**src/rsb_pkg.sv**
```systemverilog
// package for the reset source and brown-out control block
package rsb_pkg;
  // register byte addresses
  localparam logic [7:0] ADDR_THRESH  = 8'h00;
  localparam logic [7:0] ADDR_CAUSE   = 8'h04;
  localparam logic [7:0] ADDR_WDCTL   = 8'h08;
  localparam logic [7:0] ADDR_FLASH1  = 8'h0C;
  localparam logic [7:0] ADDR_STATUS  = 8'h10;
  localparam logic [7:0] ADDR_IRQ_ST  = 8'h14;
  localparam logic [7:0] ADDR_IRQ_MSK = 8'h18;
  localparam logic [7:0] ADDR_CTRL    = 8'h1C;

  // threshold codes
  localparam logic [7:0] THR_2V10  = 8'h55;
  localparam logic [7:0] THR_2V55  = 8'h33;
  localparam logic [7:0] THR_3V15  = 8'h99;
  localparam logic [7:0] THR_3V80  = 8'hAA;
  localparam logic [7:0] THR_OFF   = 8'hF0;
  localparam logic [7:0] THR_RESET = 8'h55;

  // watchdog control keys (field at bits 7..3), watchdog reset byte and flash key
  localparam logic [4:0] WD_ENABLE  = 5'h0A;
  localparam logic [4:0] WD_DISABLE = 5'h15;
  localparam logic [7:0] WD_RESET   = 8'h53;
  localparam logic [7:0] FLASH_KEY  = 8'h55;

  // cause flag bit positions
  localparam int CAUSE_BROWNOUT = 2;
  localparam int CAUSE_THRKEY   = 1;
  localparam int CAUSE_WDKEY    = 0;

  // status bits
  localparam int ST_EXPIRY = 0;
  localparam int ST_SLEEP  = 1;

  // interrupt event bits
  localparam int EV_BROWNOUT = 0;
  localparam int EV_THRKEY   = 1;
  localparam int EV_WDKEY    = 2;
  localparam int EV_FLASH    = 3;
  localparam int EV_EXPIRY   = 4;
  localparam int EV_WIDTH    = 5;

  // timing; filter and soft-reset delays counted in low-speed oscillator ticks
  localparam int LS_TICK_NS     = 31250;
  localparam int CLK_NS         = 25;
  localparam int LS_TICK_CYCLES = LS_TICK_NS / CLK_NS;
  localparam int FILTER_TICKS   = 4;
  localparam int SRESET_TICKS   = 2;

  localparam logic [1:0] RESP_OKAY   = 2'b00;
  localparam logic [1:0] RESP_SLVERR = 2'b10;

  typedef enum logic [1:0] {
    RSB_RUN,
    RSB_DELAY,
    RSB_RESET
  } rsb_state_e;

  typedef struct packed {
    logic full_reset;
    logic pc_sp_clear;
  } rsb_reset_s;
endpackage : rsb_pkg

```
**src/rsb_reset_ctrl.sv**
```systemverilog
// reset source and brown-out control with an axi4-lite register slave
//
// Register access over AXI4-Lite and the placing of the registers were chosen for this implementation.
`timescale 1ns/1ps
`default_nettype none

module rsb_reset_ctrl #(
  parameter int FILTER_TICKS = rsb_pkg::FILTER_TICKS,
  parameter int SRESET_TICKS = rsb_pkg::SRESET_TICKS
) (
  input  wire logic        clk_sys,
  input  wire logic        arst_n,
  input  wire logic        supply_low,
  input  wire logic        sleep_mode,
  input  wire logic        wd_expiry,
  input  wire logic        sleep_entry,
  input  wire logic        wd_clear,
  input  wire logic [7:0]  s_axi_awaddr,
  input  wire logic        s_axi_awvalid,
  output logic             s_axi_awready,
  input  wire logic [31:0] s_axi_wdata,
  input  wire logic [3:0]  s_axi_wstrb,
  input  wire logic        s_axi_wvalid,
  output logic             s_axi_wready,
  output logic [1:0]       s_axi_bresp,
  output logic             s_axi_bvalid,
  input  wire logic        s_axi_bready,
  input  wire logic [7:0]  s_axi_araddr,
  input  wire logic        s_axi_arvalid,
  output logic             s_axi_arready,
  output logic [31:0]      s_axi_rdata,
  output logic [1:0]       s_axi_rresp,
  output logic             s_axi_rvalid,
  input  wire logic        s_axi_rready,
  output logic [1:0]       threshold_level,
  output logic             brownout_enable,
  output logic             watchdog_enable,
  output logic             sys_reset,
  output logic             pc_sp_clear,
  output logic             irq
);
  localparam logic [15:0] TICK_MAX = 16'(rsb_pkg::LS_TICK_CYCLES - 1);
  localparam logic [7:0]  FILT_MAX = 8'(FILTER_TICKS);
  localparam logic [7:0]  SRST_MAX = 8'(SRESET_TICKS);

  // input synchronisers, first stage read only by the second
  logic [4:0] sync1_reg;
  logic [4:0] sync2_reg;
  always_ff @(posedge clk_sys or negedge arst_n) begin
    if (!arst_n) begin
      sync1_reg <= 5'h0_0;
      sync2_reg <= 5'h0_0;
    end else begin
      sync1_reg <= {wd_clear, sleep_entry, wd_expiry, sleep_mode, supply_low};
      sync2_reg <= sync1_reg;
    end
  end
  wire low_s    = sync2_reg[0];
  wire sleep_s  = sync2_reg[1];
  wire expiry_s = sync2_reg[2];
  wire entry_s  = sync2_reg[3];
  wire wdclr_s  = sync2_reg[4];
  logic expiry_d_reg;
  wire  expiry_ev = expiry_s & ~expiry_d_reg;

  // low-speed tick
  logic [15:0] tick_cnt_reg;
  wire         tick = (tick_cnt_reg == TICK_MAX);

  // registers
  logic [7:0]  thresh_reg;
  logic [2:0]  cause_reg;
  logic [7:0]  wdctl_reg;
  logic [1:0]  status_reg;
  logic [rsb_pkg::EV_WIDTH-1:0] irq_st_reg;
  logic [rsb_pkg::EV_WIDTH-1:0] irq_msk_reg;
  logic [7:0]  filt_cnt_reg;
  logic [7:0]  srst_cnt_reg;
  rsb_pkg::rsb_state_e state_reg;
  rsb_pkg::rsb_reset_s rst_reg;

  // threshold decode
  wire thr_valid = (thresh_reg == rsb_pkg::THR_2V10) | (thresh_reg == rsb_pkg::THR_2V55) |
                   (thresh_reg == rsb_pkg::THR_3V15) | (thresh_reg == rsb_pkg::THR_3V80);
  wire thr_bad   = ~thr_valid & (thresh_reg != rsb_pkg::THR_OFF);
  wire [1:0] thr_level = (thresh_reg == rsb_pkg::THR_2V55) ? 2'h1 :
                         (thresh_reg == rsb_pkg::THR_3V15) ? 2'h2 :
                         (thresh_reg == rsb_pkg::THR_3V80) ? 2'h3 : 2'h0;
  wire mon_on    = thr_valid & ~sleep_s;
  wire [4:0] wd_key = wdctl_reg[7:3];
  wire wd_bad    = (wd_key != rsb_pkg::WD_ENABLE) & (wd_key != rsb_pkg::WD_DISABLE);

  // brown-out filter: low must outlast the filter ticks
  wire brownout_ev = mon_on & low_s & tick & (filt_cnt_reg == FILT_MAX);

  // axi write path
  logic        aw_hold_reg;
  logic        w_hold_reg;
  logic [7:0]  aw_addr_reg;
  logic [31:0] w_data_reg;
  logic [3:0]  w_strb_reg;
  wire aw_take = s_axi_awvalid & s_axi_awready;
  wire w_take  = s_axi_wvalid & s_axi_wready;
  wire wr_go   = aw_hold_reg & w_hold_reg & ~s_axi_bvalid;
  wire wr_b0   = wr_go & w_strb_reg[0];
  wire [7:0] wbyte = w_data_reg[7:0];
  wire wr_thr  = wr_b0 & (aw_addr_reg == rsb_pkg::ADDR_THRESH);
  wire wr_cau  = wr_b0 & (aw_addr_reg == rsb_pkg::ADDR_CAUSE);
  wire wr_wdc  = wr_b0 & (aw_addr_reg == rsb_pkg::ADDR_WDCTL);
  wire wr_fls  = wr_b0 & (aw_addr_reg == rsb_pkg::ADDR_FLASH1);
  wire wr_ist  = wr_b0 & (aw_addr_reg == rsb_pkg::ADDR_IRQ_ST);
  wire wr_msk  = wr_b0 & (aw_addr_reg == rsb_pkg::ADDR_IRQ_MSK);
  wire wr_ok   = (aw_addr_reg[7:5] == 3'h0) & (aw_addr_reg[1:0] == 2'h0);
  wire flash_ev = wr_fls & (wbyte == rsb_pkg::FLASH_KEY);

  // soft-reset delay runs for a bad key; full events trigger at once
  wire soft_req   = thr_bad | wd_bad;
  wire soft_done  = (state_reg == rsb_pkg::RSB_DELAY) & tick & (srst_cnt_reg == SRST_MAX);
  wire run_expiry = expiry_ev & ~sleep_s;
  wire full_now   = brownout_ev | flash_ev | run_expiry | soft_done;

  wire [rsb_pkg::EV_WIDTH-1:0] events = {expiry_ev, flash_ev,
                                         soft_done & wd_bad, soft_done & thr_bad, brownout_ev};

  always_ff @(posedge clk_sys or negedge arst_n) begin
    if (!arst_n) begin
      tick_cnt_reg <= 16'h0000;
      expiry_d_reg <= 1'b0;
    end else begin
      tick_cnt_reg <= tick ? 16'h0000 : tick_cnt_reg + 16'h0001;
      expiry_d_reg <= expiry_s;
    end
  end

  always_ff @(posedge clk_sys or negedge arst_n) begin
    if (!arst_n) begin
      filt_cnt_reg <= 8'h00;
    end else if (!(mon_on & low_s)) begin
      filt_cnt_reg <= 8'h00;
    end else if (tick & (filt_cnt_reg != FILT_MAX)) begin
      filt_cnt_reg <= filt_cnt_reg + 8'h01;
    end
  end

  // reset sequencer
  always_ff @(posedge clk_sys or negedge arst_n) begin
    if (!arst_n) begin
      state_reg    <= rsb_pkg::RSB_RUN;
      srst_cnt_reg <= 8'h00;
      rst_reg      <= '0;
    end else begin
      rst_reg.full_reset  <= full_now;
      rst_reg.pc_sp_clear <= full_now | (expiry_ev & sleep_s);
      unique case (state_reg)
        rsb_pkg::RSB_RUN: begin
          srst_cnt_reg <= 8'h00;
          if (soft_req) begin
            state_reg <= rsb_pkg::RSB_DELAY;
          end
        end
        rsb_pkg::RSB_DELAY: begin
          if (soft_done) begin
            state_reg <= rsb_pkg::RSB_RESET;
          end else if (tick) begin
            srst_cnt_reg <= srst_cnt_reg + 8'h01;
          end
        end
        rsb_pkg::RSB_RESET: begin
          state_reg <= rsb_pkg::RSB_RUN;
        end
      endcase
    end
  end

  // software registers
  always_ff @(posedge clk_sys or negedge arst_n) begin
    if (!arst_n) begin
      thresh_reg  <= rsb_pkg::THR_RESET;
      wdctl_reg   <= rsb_pkg::WD_RESET;
      cause_reg   <= 3'h0;
      status_reg  <= 2'h0;
      irq_st_reg  <= '0;
      irq_msk_reg <= '0;
    end else begin
      // a bad code is restored; a brown-out keeps the contents
      if (soft_done & thr_bad) begin
        thresh_reg <= rsb_pkg::THR_RESET;
      end else if (wr_thr) begin
        thresh_reg <= wbyte;
      end
      if (soft_done & wd_bad) begin
        wdctl_reg <= rsb_pkg::WD_RESET;
      end else if (wr_wdc) begin
        wdctl_reg <= wbyte;
      end
      // set wins over a software clear
      cause_reg[rsb_pkg::CAUSE_BROWNOUT] <= brownout_ev |
        (cause_reg[rsb_pkg::CAUSE_BROWNOUT] & ~(wr_cau & ~wbyte[rsb_pkg::CAUSE_BROWNOUT]));
      cause_reg[rsb_pkg::CAUSE_THRKEY] <= (soft_done & thr_bad) |
        (cause_reg[rsb_pkg::CAUSE_THRKEY] & ~(wr_cau & ~wbyte[rsb_pkg::CAUSE_THRKEY]));
      cause_reg[rsb_pkg::CAUSE_WDKEY] <= (soft_done & wd_bad) |
        (cause_reg[rsb_pkg::CAUSE_WDKEY] & ~(wr_cau & ~wbyte[rsb_pkg::CAUSE_WDKEY]));
      // brown-out leaves both flags alone
      status_reg[rsb_pkg::ST_EXPIRY] <= expiry_ev |
        (status_reg[rsb_pkg::ST_EXPIRY] & ~wdclr_s);
      status_reg[rsb_pkg::ST_SLEEP] <= entry_s | (expiry_ev & sleep_s) |
        (status_reg[rsb_pkg::ST_SLEEP] & ~wdclr_s);
      irq_st_reg <= events | (irq_st_reg & ~({rsb_pkg::EV_WIDTH{wr_ist}} &
                                             wbyte[rsb_pkg::EV_WIDTH-1:0]));
      if (wr_msk) begin
        irq_msk_reg <= wbyte[rsb_pkg::EV_WIDTH-1:0];
      end
    end
  end

  // axi handshakes
  always_ff @(posedge clk_sys or negedge arst_n) begin
    if (!arst_n) begin
      aw_hold_reg   <= 1'b0;
      w_hold_reg    <= 1'b0;
      aw_addr_reg   <= 8'h00;
      w_data_reg    <= 32'h0000_0000;
      w_strb_reg    <= 4'h0;
      s_axi_awready <= 1'b0;
      s_axi_wready  <= 1'b0;
      s_axi_bvalid  <= 1'b0;
      s_axi_bresp   <= rsb_pkg::RESP_OKAY;
    end else begin
      s_axi_awready <= ~aw_hold_reg & ~aw_take & ~s_axi_bvalid;
      s_axi_wready  <= ~w_hold_reg & ~w_take & ~s_axi_bvalid;
      if (aw_take) begin
        aw_hold_reg <= 1'b1;
        aw_addr_reg <= s_axi_awaddr;
      end
      if (w_take) begin
        w_hold_reg <= 1'b1;
        w_data_reg <= s_axi_wdata;
        w_strb_reg <= s_axi_wstrb;
      end
      if (wr_go) begin
        aw_hold_reg  <= 1'b0;
        w_hold_reg   <= 1'b0;
        s_axi_bvalid <= 1'b1;
        s_axi_bresp  <= wr_ok ? rsb_pkg::RESP_OKAY : rsb_pkg::RESP_SLVERR;
      end else if (s_axi_bready) begin
        s_axi_bvalid <= 1'b0;
      end
    end
  end

  // read mux, upper bits zero
  wire [7:0] rd_byte =
    (s_axi_araddr == rsb_pkg::ADDR_THRESH)  ? thresh_reg :
    (s_axi_araddr == rsb_pkg::ADDR_CAUSE)   ? {5'h00, cause_reg} :
    (s_axi_araddr == rsb_pkg::ADDR_WDCTL)   ? wdctl_reg :
    (s_axi_araddr == rsb_pkg::ADDR_STATUS)  ? {6'h00, status_reg} :
    (s_axi_araddr == rsb_pkg::ADDR_IRQ_ST)  ? {3'h0, irq_st_reg} :
    (s_axi_araddr == rsb_pkg::ADDR_IRQ_MSK) ? {3'h0, irq_msk_reg} :
    (s_axi_araddr == rsb_pkg::ADDR_CTRL)    ? {4'h0, mon_on, thr_level, thr_bad} : 8'h00;
  wire rd_ok = (s_axi_araddr[7:5] == 3'h0) & (s_axi_araddr[1:0] == 2'h0);

  always_ff @(posedge clk_sys or negedge arst_n) begin
    if (!arst_n) begin
      s_axi_arready <= 1'b0;
      s_axi_rvalid  <= 1'b0;
      s_axi_rdata   <= 32'h0000_0000;
      s_axi_rresp   <= rsb_pkg::RESP_OKAY;
    end else begin
      s_axi_arready <= ~s_axi_rvalid & ~s_axi_arready;
      if (s_axi_arvalid & s_axi_arready) begin
        s_axi_rvalid <= 1'b1;
        s_axi_rdata  <= {24'h00_0000, rd_byte};
        s_axi_rresp  <= rd_ok ? rsb_pkg::RESP_OKAY : rsb_pkg::RESP_SLVERR;
      end else if (s_axi_rready) begin
        s_axi_rvalid <= 1'b0;
      end
    end
  end

  // outputs straight from flops
  always_ff @(posedge clk_sys or negedge arst_n) begin
    if (!arst_n) begin
      threshold_level <= 2'h0;
      brownout_enable <= 1'b0;
      watchdog_enable <= 1'b0;
      sys_reset       <= 1'b1;
      pc_sp_clear     <= 1'b1;
      irq             <= 1'b0;
    end else begin
      threshold_level <= thr_level;
      brownout_enable <= mon_on;
      watchdog_enable <= (wd_key == rsb_pkg::WD_ENABLE);
      sys_reset       <= rst_reg.full_reset;
      pc_sp_clear     <= rst_reg.pc_sp_clear;
      irq             <= |(irq_st_reg & irq_msk_reg);
    end
  end

  a_brownout_flag: assert property (@(posedge clk_sys) disable iff (!arst_n)
    brownout_ev |=> cause_reg[rsb_pkg::CAUSE_BROWNOUT])
    else $error("brownout flag not set");
  a_short_low_ignored: assert property (@(posedge clk_sys) disable iff (!arst_n)
    !low_s |=> !brownout_ev)
    else $error("brownout without filter");
  a_sleep_no_monitor: assert property (@(posedge clk_sys) disable iff (!arst_n)
    sleep_s |=> !brownout_enable)
    else $error("monitor active in sleep");
  a_bad_code_restore: assert property (@(posedge clk_sys) disable iff (!arst_n)
    soft_done && thr_bad |=> thresh_reg == rsb_pkg::THR_RESET && cause_reg[rsb_pkg::CAUSE_THRKEY])
    else $error("bad threshold not restored");
  a_keep_on_brownout: assert property (@(posedge clk_sys) disable iff (!arst_n)
    brownout_ev && !wr_thr |=> $stable(thresh_reg))
    else $error("threshold changed");
  a_flash_reset: assert property (@(posedge clk_sys) disable iff (!arst_n)
    flash_ev |-> ##2 sys_reset)
    else $error("flash key reset missing");
  a_sleep_expiry: assert property (@(posedge clk_sys) disable iff (!arst_n)
    expiry_ev && sleep_s && !full_now |-> ##1 status_reg == 2'h3 ##1 pc_sp_clear && !sys_reset)
    else $error("sleep expiry wrong");
  a_run_expiry: assert property (@(posedge clk_sys) disable iff (!arst_n)
    expiry_ev && !sleep_s |-> ##2 sys_reset)
    else $error("run expiry no reset");
  a_wd_key_flag: assert property (@(posedge clk_sys) disable iff (!arst_n)
    soft_done && wd_bad |=> cause_reg[rsb_pkg::CAUSE_WDKEY])
    else $error("wd key flag");
  a_cause_sticky: assert property (@(posedge clk_sys) disable iff (!arst_n)
    cause_reg[rsb_pkg::CAUSE_BROWNOUT] && !wr_cau |=> cause_reg[rsb_pkg::CAUSE_BROWNOUT])
    else $error("cause flag lost");
  a_status_kept: assert property (@(posedge clk_sys) disable iff (!arst_n)
    brownout_ev && !expiry_ev && !entry_s && !wdclr_s |=> $stable(status_reg))
    else $error("brownout changed status");
endmodule : rsb_reset_ctrl

`default_nettype wire

```
**config.mk**
```make
export PLATFORM = sky130hd
export DESIGN_NAME = rsb_reset_ctrl
export DESIGN_NICKNAME = d
export VERILOG_FILES = /design/src/rsb_pkg.sv /design/src/rsb_reset_ctrl.sv
export SDC_FILE = /design/constraint.sdc
export NUM_CORES = 1
export LEC_CHECK = 0
export BUFFER_PORTS_ARGS = -buffer_cell sky130_fd_sc_hd__buf_2
export CELL_PAD_IN_SITES_DETAIL_PLACEMENT = 0
export CELL_PAD_IN_SITES_GLOBAL_PLACEMENT = 1
export CORE_MARGIN = 2
export CORE_UTILIZATION = 43
export CTS_CLUSTER_SIZE = 24
export DETAILED_ROUTE_END_ITERATION = 10
export GPL_ROUTABILITY_DRIVEN = 0
export PLACE_DENSITY = 0.78
export SYNTH_ARGS = -nofsm -noshare
export SYNTH_HDL_FRONTEND = slang
export SYNTH_SLANG_ARGS = --single-unit
```
**constraint.sdc**
```tcl
create_clock -name clk_sys -period 2.2 [get_ports clk_sys]
set_clock_uncertainty 0.05 [all_clocks]
set_input_delay 0.66 -clock clk_sys [delete_from_list [all_inputs] [get_ports clk_sys]]
set_output_delay 0.66 -clock clk_sys [all_outputs]
set_load 0.02 [all_outputs]
```
==> results of run 1 <==
cell usage in the layout (no fill, tap or decap), types with 10 or more instances in the layout:
master / Yosys / final
mux2i_1: 21 / 21
xor2_1: 11 / 11
clkbuf_16: 0 / 17
nor2_1: 45 / 45
dfstp_2: 10 / 10
a21o_1: 12 / 12
conb_1: 1 / 26
nand2_1: 48 / 48
nand3_1: 14 / 14
buf_2: 3 / 57
a21oi_1: 15 / 15
inv_1: 15 / 15
mux2_2: 22 / 22
buf_4: 26 / 21
o21ai_0: 18 / 18
dfrtp_1: 109 / 109
xnor2_1: 14 / 14
kinds of logic after synthesis:
group / Yosys count / synth area share
AOI/OAI and AO/OA: 73 / 0.08487
xor gates and xnor gates: 25 / 0.03838
adders and majority gates: 8 / 0.01754
buffers and inverters: 54 / 0.05329
DFF: 119 / 0.5241
muxes: 43 / 0.08026
other: 1 / 0.0006573
and+or+nand+nor: 195 / 0.2009
per-layer routing:
layer / vias to the layer above / track usage / wire, µm
li1: 1948 / - / -
met1: 2012 / 0.2532 / 5816
met2: 106 / 0.2683 / 5401
met3: 17 / 0.04550 / 576
met4: 0 / 0.07515 / 218
met5: - / 0 / 0
worst max-delay path: cells and delay by family (launching register included):
kind / cells / cell delay (ps)
adders and majority gates: 1 / 130
and+or+nand+nor: 4 / 1240
buffers and inverters: 1 / 70
DFF: 1 / 400
AOI/OAI and AO/OA: 1 / 70
power by group:
part           switching [µW]  internal (µW)
combinational             562            463
clock                    1020           1730
sequential                361           2560
cell usage after synthesis, types with 3 or more instances:
cell	instances
dfrtp_1	109
nand2_1	48
nor2_1	45
buf_4	26
mux2_2	22
mux2i_1	21
o21ai_0	18
a21oi_1	15
inv_1	15
nand3_1	14
xnor2_1	14
a21o_1	12
xor2_1	11
dfstp_2	10
clkbuf_1	9
nor2b_1	9
ha_1	8
nand2b_1	8
and3_1	7
a22oi_1	6
nand4_1	6
nor3_1	6
and2_1	5
and4bb_2	5
nor3b_1	5
nor4_1	5
nand4b_1	4
a221oi_1	3
buf_2	3
nand3b_1	3
nor4bb_1	3
o211ai_1	3
cell type report:
| cell class | instances | area share |
|---|---|---|
| well taps | 176 | 0.03199 |
| clock buffers | 19 | 0.06581 |
| inverters | 15 | 0.008180 |
| multi-input cells | 370 | 0.3685 |
| flip-flops and latches | 119 | 0.4345 |
| clock inverters | 13 | 0.02091 |
| repair buffers | 80 | 0.07017 |
path summary, 6_finish.rpt:
kind	end	slack [ps]	cells after the start
worst max-delay path	srst_cnt_reg[4]	120	7
worst min-delay path	s_axi_rresp[1]	60	1
worst max register to register	srst_cnt_reg[4]	120	7
worst min register to register	sync2_reg[4]	300	0
max in group asynchronous	pc_sp_clear	1440	2
min in group clk_sys	sync1_reg[1]	300	1
through the flow:
| stage | setup TNS, ps | std cells | hold slack (ps) | setup WS [ps] | power [µW] |
|---|---|---|---|---|---|
| after CTS | 0 | 792 | 48.64 | 75.67 | 6765 |
| after global placement | 0 | 760 | 283.7 | 37.22 | 3934 |
| after floorplan | 0 | 543 | 281.2 | 158.8 | 3573 |
| after global routing | -3.462 | 792 | 63.46 | -3.462 | 7021 |
| final | 0 | 792 | 62.47 | 122.9 | 6700 |
| after detailed placement | 0 | 760 | 287.5 | 6.310 | 3980 |
==> impl_metrics.py, run 1 <==
metrics = {
    "floorplan": {
        "row_count": 42,
        "coreArea_um2": 13090,
        "dieHeight_um": 119.2,
        "initial_core_util": 0.4360,
        "ios": 112,
        "dieWidth_um": 119.2,
        "design.die.area_um2": 14210,
    },
    "hold_path": {
        "hp-class": "input pin to asynchronous set/reset pin",
    },
    "drt": {
        "wl_per_cell_um": 15.17,
        "drcViolationCount": 0,
        "drt_iter0_markers": 191,
        "drtPass1Iterations": 4,
        "vias": 4083,
        "drtAntennaViolNets": 0,
        "wl_um": 12010,
        "viasPerCell": 5.155,
    },
    "synth": {
        "syn_avg_cell_area_um2": 11.01,
        "synth_edf_count": 0,
        "yosysWarnings": 0,
        "synth_flop_cell": "dfrtp_1",
        "synth_top_area_frac": 0.4781,
        "async_flop_share": 1.000,
        "ys_ff_latch": 119,
        "syn_area_um2": 5705,
        "yosys-top-cells-area": "dfrtp_1 (48%), dfstp_2 (4.6%), mux2_2 (4.3%), mux2i_1 (3.7%), buf_4 (3.4%)",
        "synth-seq-area-share": 0.5241,
        "synth_top_area_cell": "dfrtp_1",
        "syn_inst": 518,
        "yosysUniqueCellTypes": 67,
    },
    "timing": {
        "max_freq_mhz": 481.4,
        "hold_viol": 0,
        "setup_viol": 0,
        "period_share": 0.9441,
        "finalCriticalPeriod_ps": 2077,
        "slew_violations": 0,
    },
    "cts": {
        "cts_tree": "built",
        "numCtsBuffers": 17,
        "path_clk_slew_ps": 60,
        "clkLatencyLatePin_ps": 420,
        "cts-htree-levels": 4,
        "cts-resized-gates": 0,
        "clk_path_buf_depth": 2,
        "clock-root-buffer": "clkbuf_16",
        "cts_setup_buffers": 0,
        "cts.sink_count": 119,
        "hold_buffers": 0,
    },
    "setup_path": {
        "path_cells": "inv_1 > ha_1 > nor4b_4 > nand4_4 > or3_1 > or3b_1 > o311ai_1",
        "rr_startpoint": "tick_cnt_reg[1]",
        "cpPeakStageDelay_ps": 420,
        "slowest_stage": "or3_1",
        "startpoint_type": "register",
        "cp.required_ps": 2460,
        "worstSetupEndpointType": "register",
        "worstPathMaxFanout": 9,
        "worst-setup-path-type": "register to register",
        "startpoint": "tick_cnt_reg[1]",
        "worstPathArrival_ps": 2330,
    },
    "cells_and_area": {
        "utilization": 0.5260,
        "area_growth_pct": 20.64,
        "postLayoutCellArea_um2": 6883,
        "largest_reg_flops": 16,
        "fillers": 1173,
        "layout.nets": 675,
        "drive_gt1_frac": 0.2727,
        "num_antenna_cells": 0,
        "multiInputGateArea_um2": 2536,
        "seqCellArea_um2": 2990,
    },
    "grt": {
        "grt-ovfl-total": 0,
        "grt_first_pass_wirelength_um": 20240,
        "grt_max_degree": 55,
        "grt_pass1_vias": 4061,
        "antenna_found_initial": 0,
        "grtUsageTotal": 0.1809,
    },
    "run": {
        "maxCapViolCount": 0,
    },
    "placement": {
        "dp_hpwl_um": 8572,
        "postPlaceCellArea_um2": 6255,
        "port_buffers": 58,
    },
    "pwr": {
        "power.leakage_uw": 0.003311,
        "power_density_nw_per_um2": 973.5,
        "ir_drop_v": 0.0006153,
    },
    "status": {
        "status": "finished, final reports clean",
    },
}
(Power assumes the default switching activity.)
==> run 2: changes to the inputs <==
--- a/config.mk
+++ b/config.mk
@@ -8,11 +8,11 @@
 export BUFFER_PORTS_ARGS = -buffer_cell sky130_fd_sc_hd__buf_2
 export CELL_PAD_IN_SITES_DETAIL_PLACEMENT = 0
 export CELL_PAD_IN_SITES_GLOBAL_PLACEMENT = 1
-export CORE_MARGIN = 2
+export CORE_ASPECT_RATIO = 0.6
+export CORE_MARGIN = 8
 export CORE_UTILIZATION = 43
 export CTS_CLUSTER_SIZE = 24
 export DETAILED_ROUTE_END_ITERATION = 10
-export GPL_ROUTABILITY_DRIVEN = 0
 export PLACE_DENSITY = 0.78
 export SYNTH_ARGS = -nofsm -noshare
 export SYNTH_HDL_FRONTEND = slang
==> run 2 against run 1 <==
Sequential share of layout area fell by 0.13 points. Worst hold slack improved by 73 ps. Die area increased by 22%. Wire length up 13%. Setup slack got worse by 26 ps. Register-to-register slack got worse by 30 ps. Maximum frequency fell by 1.2%. Total power fell by 2.2%. Sequential cell count did not move. Non-clock buffer count rose by 5. Critical path depth stayed put.
==> impl_metrics.py, run 2 (same netlist as run 1, synthesis figures left out) <==
metrics = {
    "floorplan": {
        "row_count": 32,
        "ios": 112,
        "initial_core_util": 0.4425,
        "coreArea_um2": 12890,
        "design.die.area_um2": 17330,
        "dieHeight_um": 105.2,
        "dieWidth_um": 164.7,
    },
    "timing": {
        "slew_violations": 0,
        "finalWorstSetupSlack_ps": 96.82,
        "max_freq_mhz": 475.5,
        "relSlewSlack": 0.6122,
        "period_share": 0.9560,
        "tightestPinTransition_ps": 567.0,
        "whs_ps": 135.3,
        "setup_viol": 0,
        "finalCriticalPeriod_ps": 2103,
        "hold_viol": 0,
    },
    "drt": {
        "drcViolationCount": 0,
        "drt_iter0_markers": 309,
        "vias": 4126,
        "drtPass1Iterations": 5,
        "wl_um": 13560,
        "viasPerCell": 5.216,
        "drtAntennaViolNets": 0,
        "wl_per_cell_um": 17.15,
    },
    "cts": {
        "hold_buffers": 0,
        "path_clk_slew_ps": 50,
        "cts-htree-levels": 4,
        "clkLatencyLatePin_ps": 400,
        "clk_path_buf_depth": 2,
        "cts_tree": "built",
        "cts.sink_count": 119,
        "numCtsBuffers": 17,
        "clock-root-buffer": "clkbuf_16",
    },
    "run": {
        "maxCapViolCount": 0,
    },
    "grt": {
        "grt_pass1_vias": 4241,
        "grt.busiest_layer": "met1",
        "met3_usage": 0.03963,
        "grt_first_pass_wirelength_um": 21730,
        "grt_max_degree": 47,
        "antenna_found_initial": 0,
        "use_met1": 0.2348,
        "grt_util_met2": 0.2179,
        "grtUsageTotal": 0.1574,
        "grt-ovfl-total": 0,
    },
    "setup_path": {
        "reg2reg_slack_ps": 100,
        "worstPathMaxFanout": 8,
        "worstSetupEndpointType": "register",
        "worst-setup-path-type": "register to register",
        "path_cells": "inv_1 > ha_1 > nor4b_4 > nand4_4 > or3_4 > or3b_1 > o311ai_1",
        "crit_family": "simple AND/OR/NAND/NOR gates",
        "slowest_stage": "or3_4",
        "worstPathArrival_ps": 2340,
        "cp.required_ps": 2440,
        "startpoint_type": "register",
        "worst-path-buf-inv": 1,
        "cpPeakStageDelay_ps": 410,
    },
    "status": {
        "status": "finished, final reports clean",
    },
    "cells_and_area": {
        "final_common_cell": "dfrtp_1",
        "fin_cells": 791,
        "area_growth_pct": 21.01,
        "drive_gt1_frac": 0.2818,
        "largest_reg_flops": 16,
        "num_antenna_cells": 0,
        "layout.nets": 680,
        "layout_common_cells": "dfrtp_1 (109), buf_2 (57), nand2_1 (48)",
        "postLayoutCellArea_um2": 6904,
    },
    "pwr": {
        "power.leakage_uw": 0.003316,
        "power_density_nw_per_um2": 949.4,
        "ir_drop_v": 0.0005499,
    },
    "placement": {
        "pre_cts_slack_ps": 20.29,
        "gp_congestion": 0.8798,
        "dp_hpwl_um": 9765,
        "place_inst": 755,
        "postPlaceCellArea_um2": 6255,
        "port_buffers": 58,
    },
    "hold_path": {
        "hp-class": "input pin to asynchronous set/reset pin",
    },
}
==> run 2: final timing paths <==
check,start,endpoint,cells after the start
max,tick_cnt_reg[1],srst_cnt_reg[4],7
min,arst_n,s_axi_bvalid,1
max reg2reg,tick_cnt_reg[1],srst_cnt_reg[4],7
min reg2reg,sync1_reg[4],sync2_reg[4],0
max in group asynchronous,arst_n,thresh_reg[2],2
min in group clk_sys,sync1_reg[4],sync2_reg[4],0
==> run 2: where the power goes <==
group	internal, µW	switching [µW]
combinational	471	591
clock	1550	984
sequential	2560	396
==> run 2: timing repair <==
item | in CTS | in global routing
hold endpoints to repair | 0 | 0
setup endpoints to repair | 0 | 20
resized for setup | 0 | 17
buffers inserted | 0 | 4
==> run 2: final cells by class <==
| type | instances | area [µm²] |
|---|---|---|
| Inverter | 15 | 56.30 |
| Clock inverter | 11 | 102.6 |
| Sequential cell | 119 | 2990 |
| Multi-Input combinational cell | 370 | 2581 |
| Clock buffer | 21 | 440.4 |
| Tap cell | 170 | 212.7 |
| Fill cell | 1181 | 5988 |
| Timing Repair Buffer | 85 | 520.5 |
==> run 2: routing by layer <==
| layer | up-vias | wire length [µm] |
|---|---|---|
| met1 | 2033 | 6954 |
| met3 | 20 | 886 |
| met5 | - | 0 |
| met2 | 120 | 5530 |
| li1 | 1953 | - |
| met4 | 0 | 191 |
==> run 2: stage by stage <==
| stage | util | total power, µW | setup TNS (ps) |
|---|---|---|---|
| 3_3_place_gp | 0.4852 | 3963 | 0 |
| 6_report | 0.5355 | 6555 | 0 |
| 3_5_place_dp | 0.4852 | 4013 | 0 |
| 5_1_grt | 0.5355 | 6841 | -1.888 |
| 2_1_floorplan | - | 3573 | 0 |
| 4_1_cts | 0.5273 | 6570 | 0 |
==> run 3: changes to the inputs <==
--- a/config.mk
+++ b/config.mk
@@ -10,10 +10,10 @@
 export CELL_PAD_IN_SITES_GLOBAL_PLACEMENT = 1
 export CORE_ASPECT_RATIO = 0.6
 export CORE_MARGIN = 8
-export CORE_UTILIZATION = 43
+export CORE_UTILIZATION = 30
 export CTS_CLUSTER_SIZE = 24
 export DETAILED_ROUTE_END_ITERATION = 10
-export PLACE_DENSITY = 0.78
+export PLACE_DENSITY = 0.58
 export SYNTH_ARGS = -nofsm -noshare
 export SYNTH_HDL_FRONTEND = slang
 export SYNTH_SLANG_ARGS = --single-unit
==> run 3 against run 2 <==
Sequential power is 2% lower. Setup slack lost 4.7 ps. Sequential share of layout area is 1.6 points lower. Sequential cell count unchanged. Design area up 3.9%.
==> impl_metrics.py, run 3 (same netlist as run 1, synthesis figures left out) <==
metrics = {
    "floorplan": {
        "design.die.area_um2": 23830,
        "dieHeight_um": 122.8,
        "coreArea_um2": 18840,
        "ios": 112,
        "dieWidth_um": 194.0,
        "initial_core_util": 0.3029,
        "row_count": 39,
    },
    "pwr": {
        "ir_drop_v": 0.0005042,
        "swShare": 0.2941,
        "netSwitchingPower_uw": 2076,
        "internal-power_uw": 4983,
        "power.leakage_uw": 0.003449,
        "power_density_nw_per_um2": 983.8,
        "p_total_uw": 7060,
        "clkPwrFrac": 0.427,
        "comb_power_share": 0.162,
        "seqPwrFrac": 0.411,
    },
    "timing": {
        "slew_violations": 0,
        "hold_viol": 0,
        "setup_viol": 0,
        "finalCriticalPeriod_ps": 2108,
        "tightestPinTransition_ps": 600.6,
        "relSlewSlack": 0.5959,
        "finalSetupTns_ps": 0,
        "rsz0062_at_grt": "yes",
        "max_freq_mhz": 474.4,
        "period_share": 0.9581,
    },
    "setup_path": {
        "worstPathMaxFanout": 5,
        "cpPeakStageDelay_ps": 490,
        "crit_family": "simple AND/OR/NAND/NOR gates",
        "startpoint_type": "register",
        "worstSetupEndpointType": "register",
        "reg2reg_depth": 7,
        "cp.depth": 7,
        "slowest_stage": "or4b_1",
        "cp.required_ps": 2440,
        "r2r-end": "wdctl_reg[2]",
        "worst-path-buf-inv": 1,
        "path_cells": "inv_1 > ha_1 > or4b_1 > nor4_4 > and3_1 > and2_2 > nor2_1",
        "worstPathArrival_ps": 2340,
        "worst-setup-path-type": "register to register",
        "reg2reg_slack_ps": 90,
        "rr_startpoint": "srst_cnt_reg[0]",
    },
    "hold_path": {
        "hp-class": "input pin to asynchronous set/reset pin",
    },
    "cells_and_area": {
        "drive_gt1_frac": 0.2931,
        "final_common_cell": "dfrtp_1",
        "layout_common_cells": "dfrtp_1 (109), buf_2 (57), nand2_1 (48)",
        "fin_cells": 884,
        "area_growth_pct": 25.77,
        "layout.nets": 697,
        "num_antenna_cells": 0,
        "fillers": 1882,
        "largest_reg_flops": 16,
    },
    "grt": {
        "grtUsageTotal": 0.1249,
        "grt-ovfl-total": 0,
        "grt_pass1_vias": 4250,
        "antenna_found_initial": 0,
        "grt_first_pass_wirelength_um": 23520,
        "grt_max_degree": 54,
    },
    "placement": {
        "gp_congestion": 0.7873,
        "port_buffers": 58,
        "place_inst": 851,
        "dp_hpwl_um": 10810,
    },
    "drt": {
        "drtAntennaViolNets": 0,
        "drt_iter0_markers": 304,
        "viasPerCell": 4.691,
        "wl_um": 14460,
        "drtPass1Iterations": 4,
        "vias": 4147,
        "drcViolationCount": 0,
        "wl_per_cell_um": 16.36,
    },
    "cts": {
        "cts_tree": "built",
        "cts-htree-levels": 4,
        "cts.sink_count": 119,
        "clock-root-buffer": "clkbuf_16",
        "clk_path_buf_depth": 2,
        "numCtsBuffers": 17,
        "path_clk_slew_ps": 60,
        "hold_buffers": 0,
        "clkLatencyLatePin_ps": 400,
    },
    "run": {
        "maxCapViolCount": 0,
    },
    "status": {
        "status": "finished, final reports clean",
    },
}
==> run 3: cell type report <==
type / count / area, µm² / area share
Clock buffer: 17 / 425.4 / 0.05929
Clock inverter: 15 / 214.0 / 0.02982
Inverter: 15 / 56.30 / 0.007847
Multi-Input combinational cell: 370 / 2521 / 0.3514
Sequential cell: 119 / 2990 / 0.4167
Tap cell: 246 / 307.8 / 0.04289
Timing Repair Buffer: 102 / 660.6 / 0.09207
==> run 3: worst max-delay path by stage <==
stage                    start              to  slack, ps
2_1_floorplan  s_axi_araddr[5]  s_axi_rdata[2]        160
3_3_place_gp   s_axi_araddr[5]  s_axi_rdata[4]          2
3_5_place_dp   s_axi_araddr[5]  s_axi_rdata[4]        -10
4_1_cts          thresh_reg[6]      rst_reg[1]         30
5_1_grt          thresh_reg[2]      rst_reg[1]        -20
6_report       srst_cnt_reg[0]    wdctl_reg[2]         90
==> run 3: worst reg2reg max path, stage by stage (launching register included) <==
cell     delay (ps)
dfrtp_1         380
inv_1            80
ha_1            150
or4b_1          490
nor4_4          240
and3_1          300
and2_2          250
nor2_1           70
==> run 3: per-layer routing <==
metal / part of all wire / vias up / global-route usage / wire [µm]
met3: 0.057 / 9 / 0.03532 / 828
li1: - / 1998 / - / -
met4: 0.0081 / 0 / 0.03278 / 117
met2: 0.40 / 94 / 0.1709 / 5829
met1: 0.53 / 2046 / 0.1877 / 7686
met5: 0 / - / 0 / 0
==> run 3: power groups by stage <==
| stage | sequential, µW | clock (µW) | combinational [µW] |
|---|---|---|---|
| finish | 2900 | 3020 | 1140 |
| global placement | 2920 | 0 | 1130 |
| CTS | 2900 | 3090 | 1160 |
| global route | 2960 | 3210 | 1260 |
| detailed placement | 2940 | 0 | 1150 |
| floorplan | 2970 | 0 | 602 |
==> run 3: what timing repair did <==
| item | in CTS | in global routing |
|---|---|---|
| setup endpoints to repair | 0 | 11 |
| resized for setup | 0 | 5 |
| buffers inserted | 0 | 1 |
==> run 3: stage by stage <==
step                cell area (µm²)  setup slack (ps)    util  hold slack [ps]
floorplan                      5799             158.8       -            281.2
global placement               6513             2.177  0.3458            285.7
detailed placement             6513            -9.771  0.3458            287.1
CTS                            7152             34.62  0.3797            100.9
global route                   7176            -23.72  0.3810            108.3
finish                         7176             92.12  0.3810            102.1
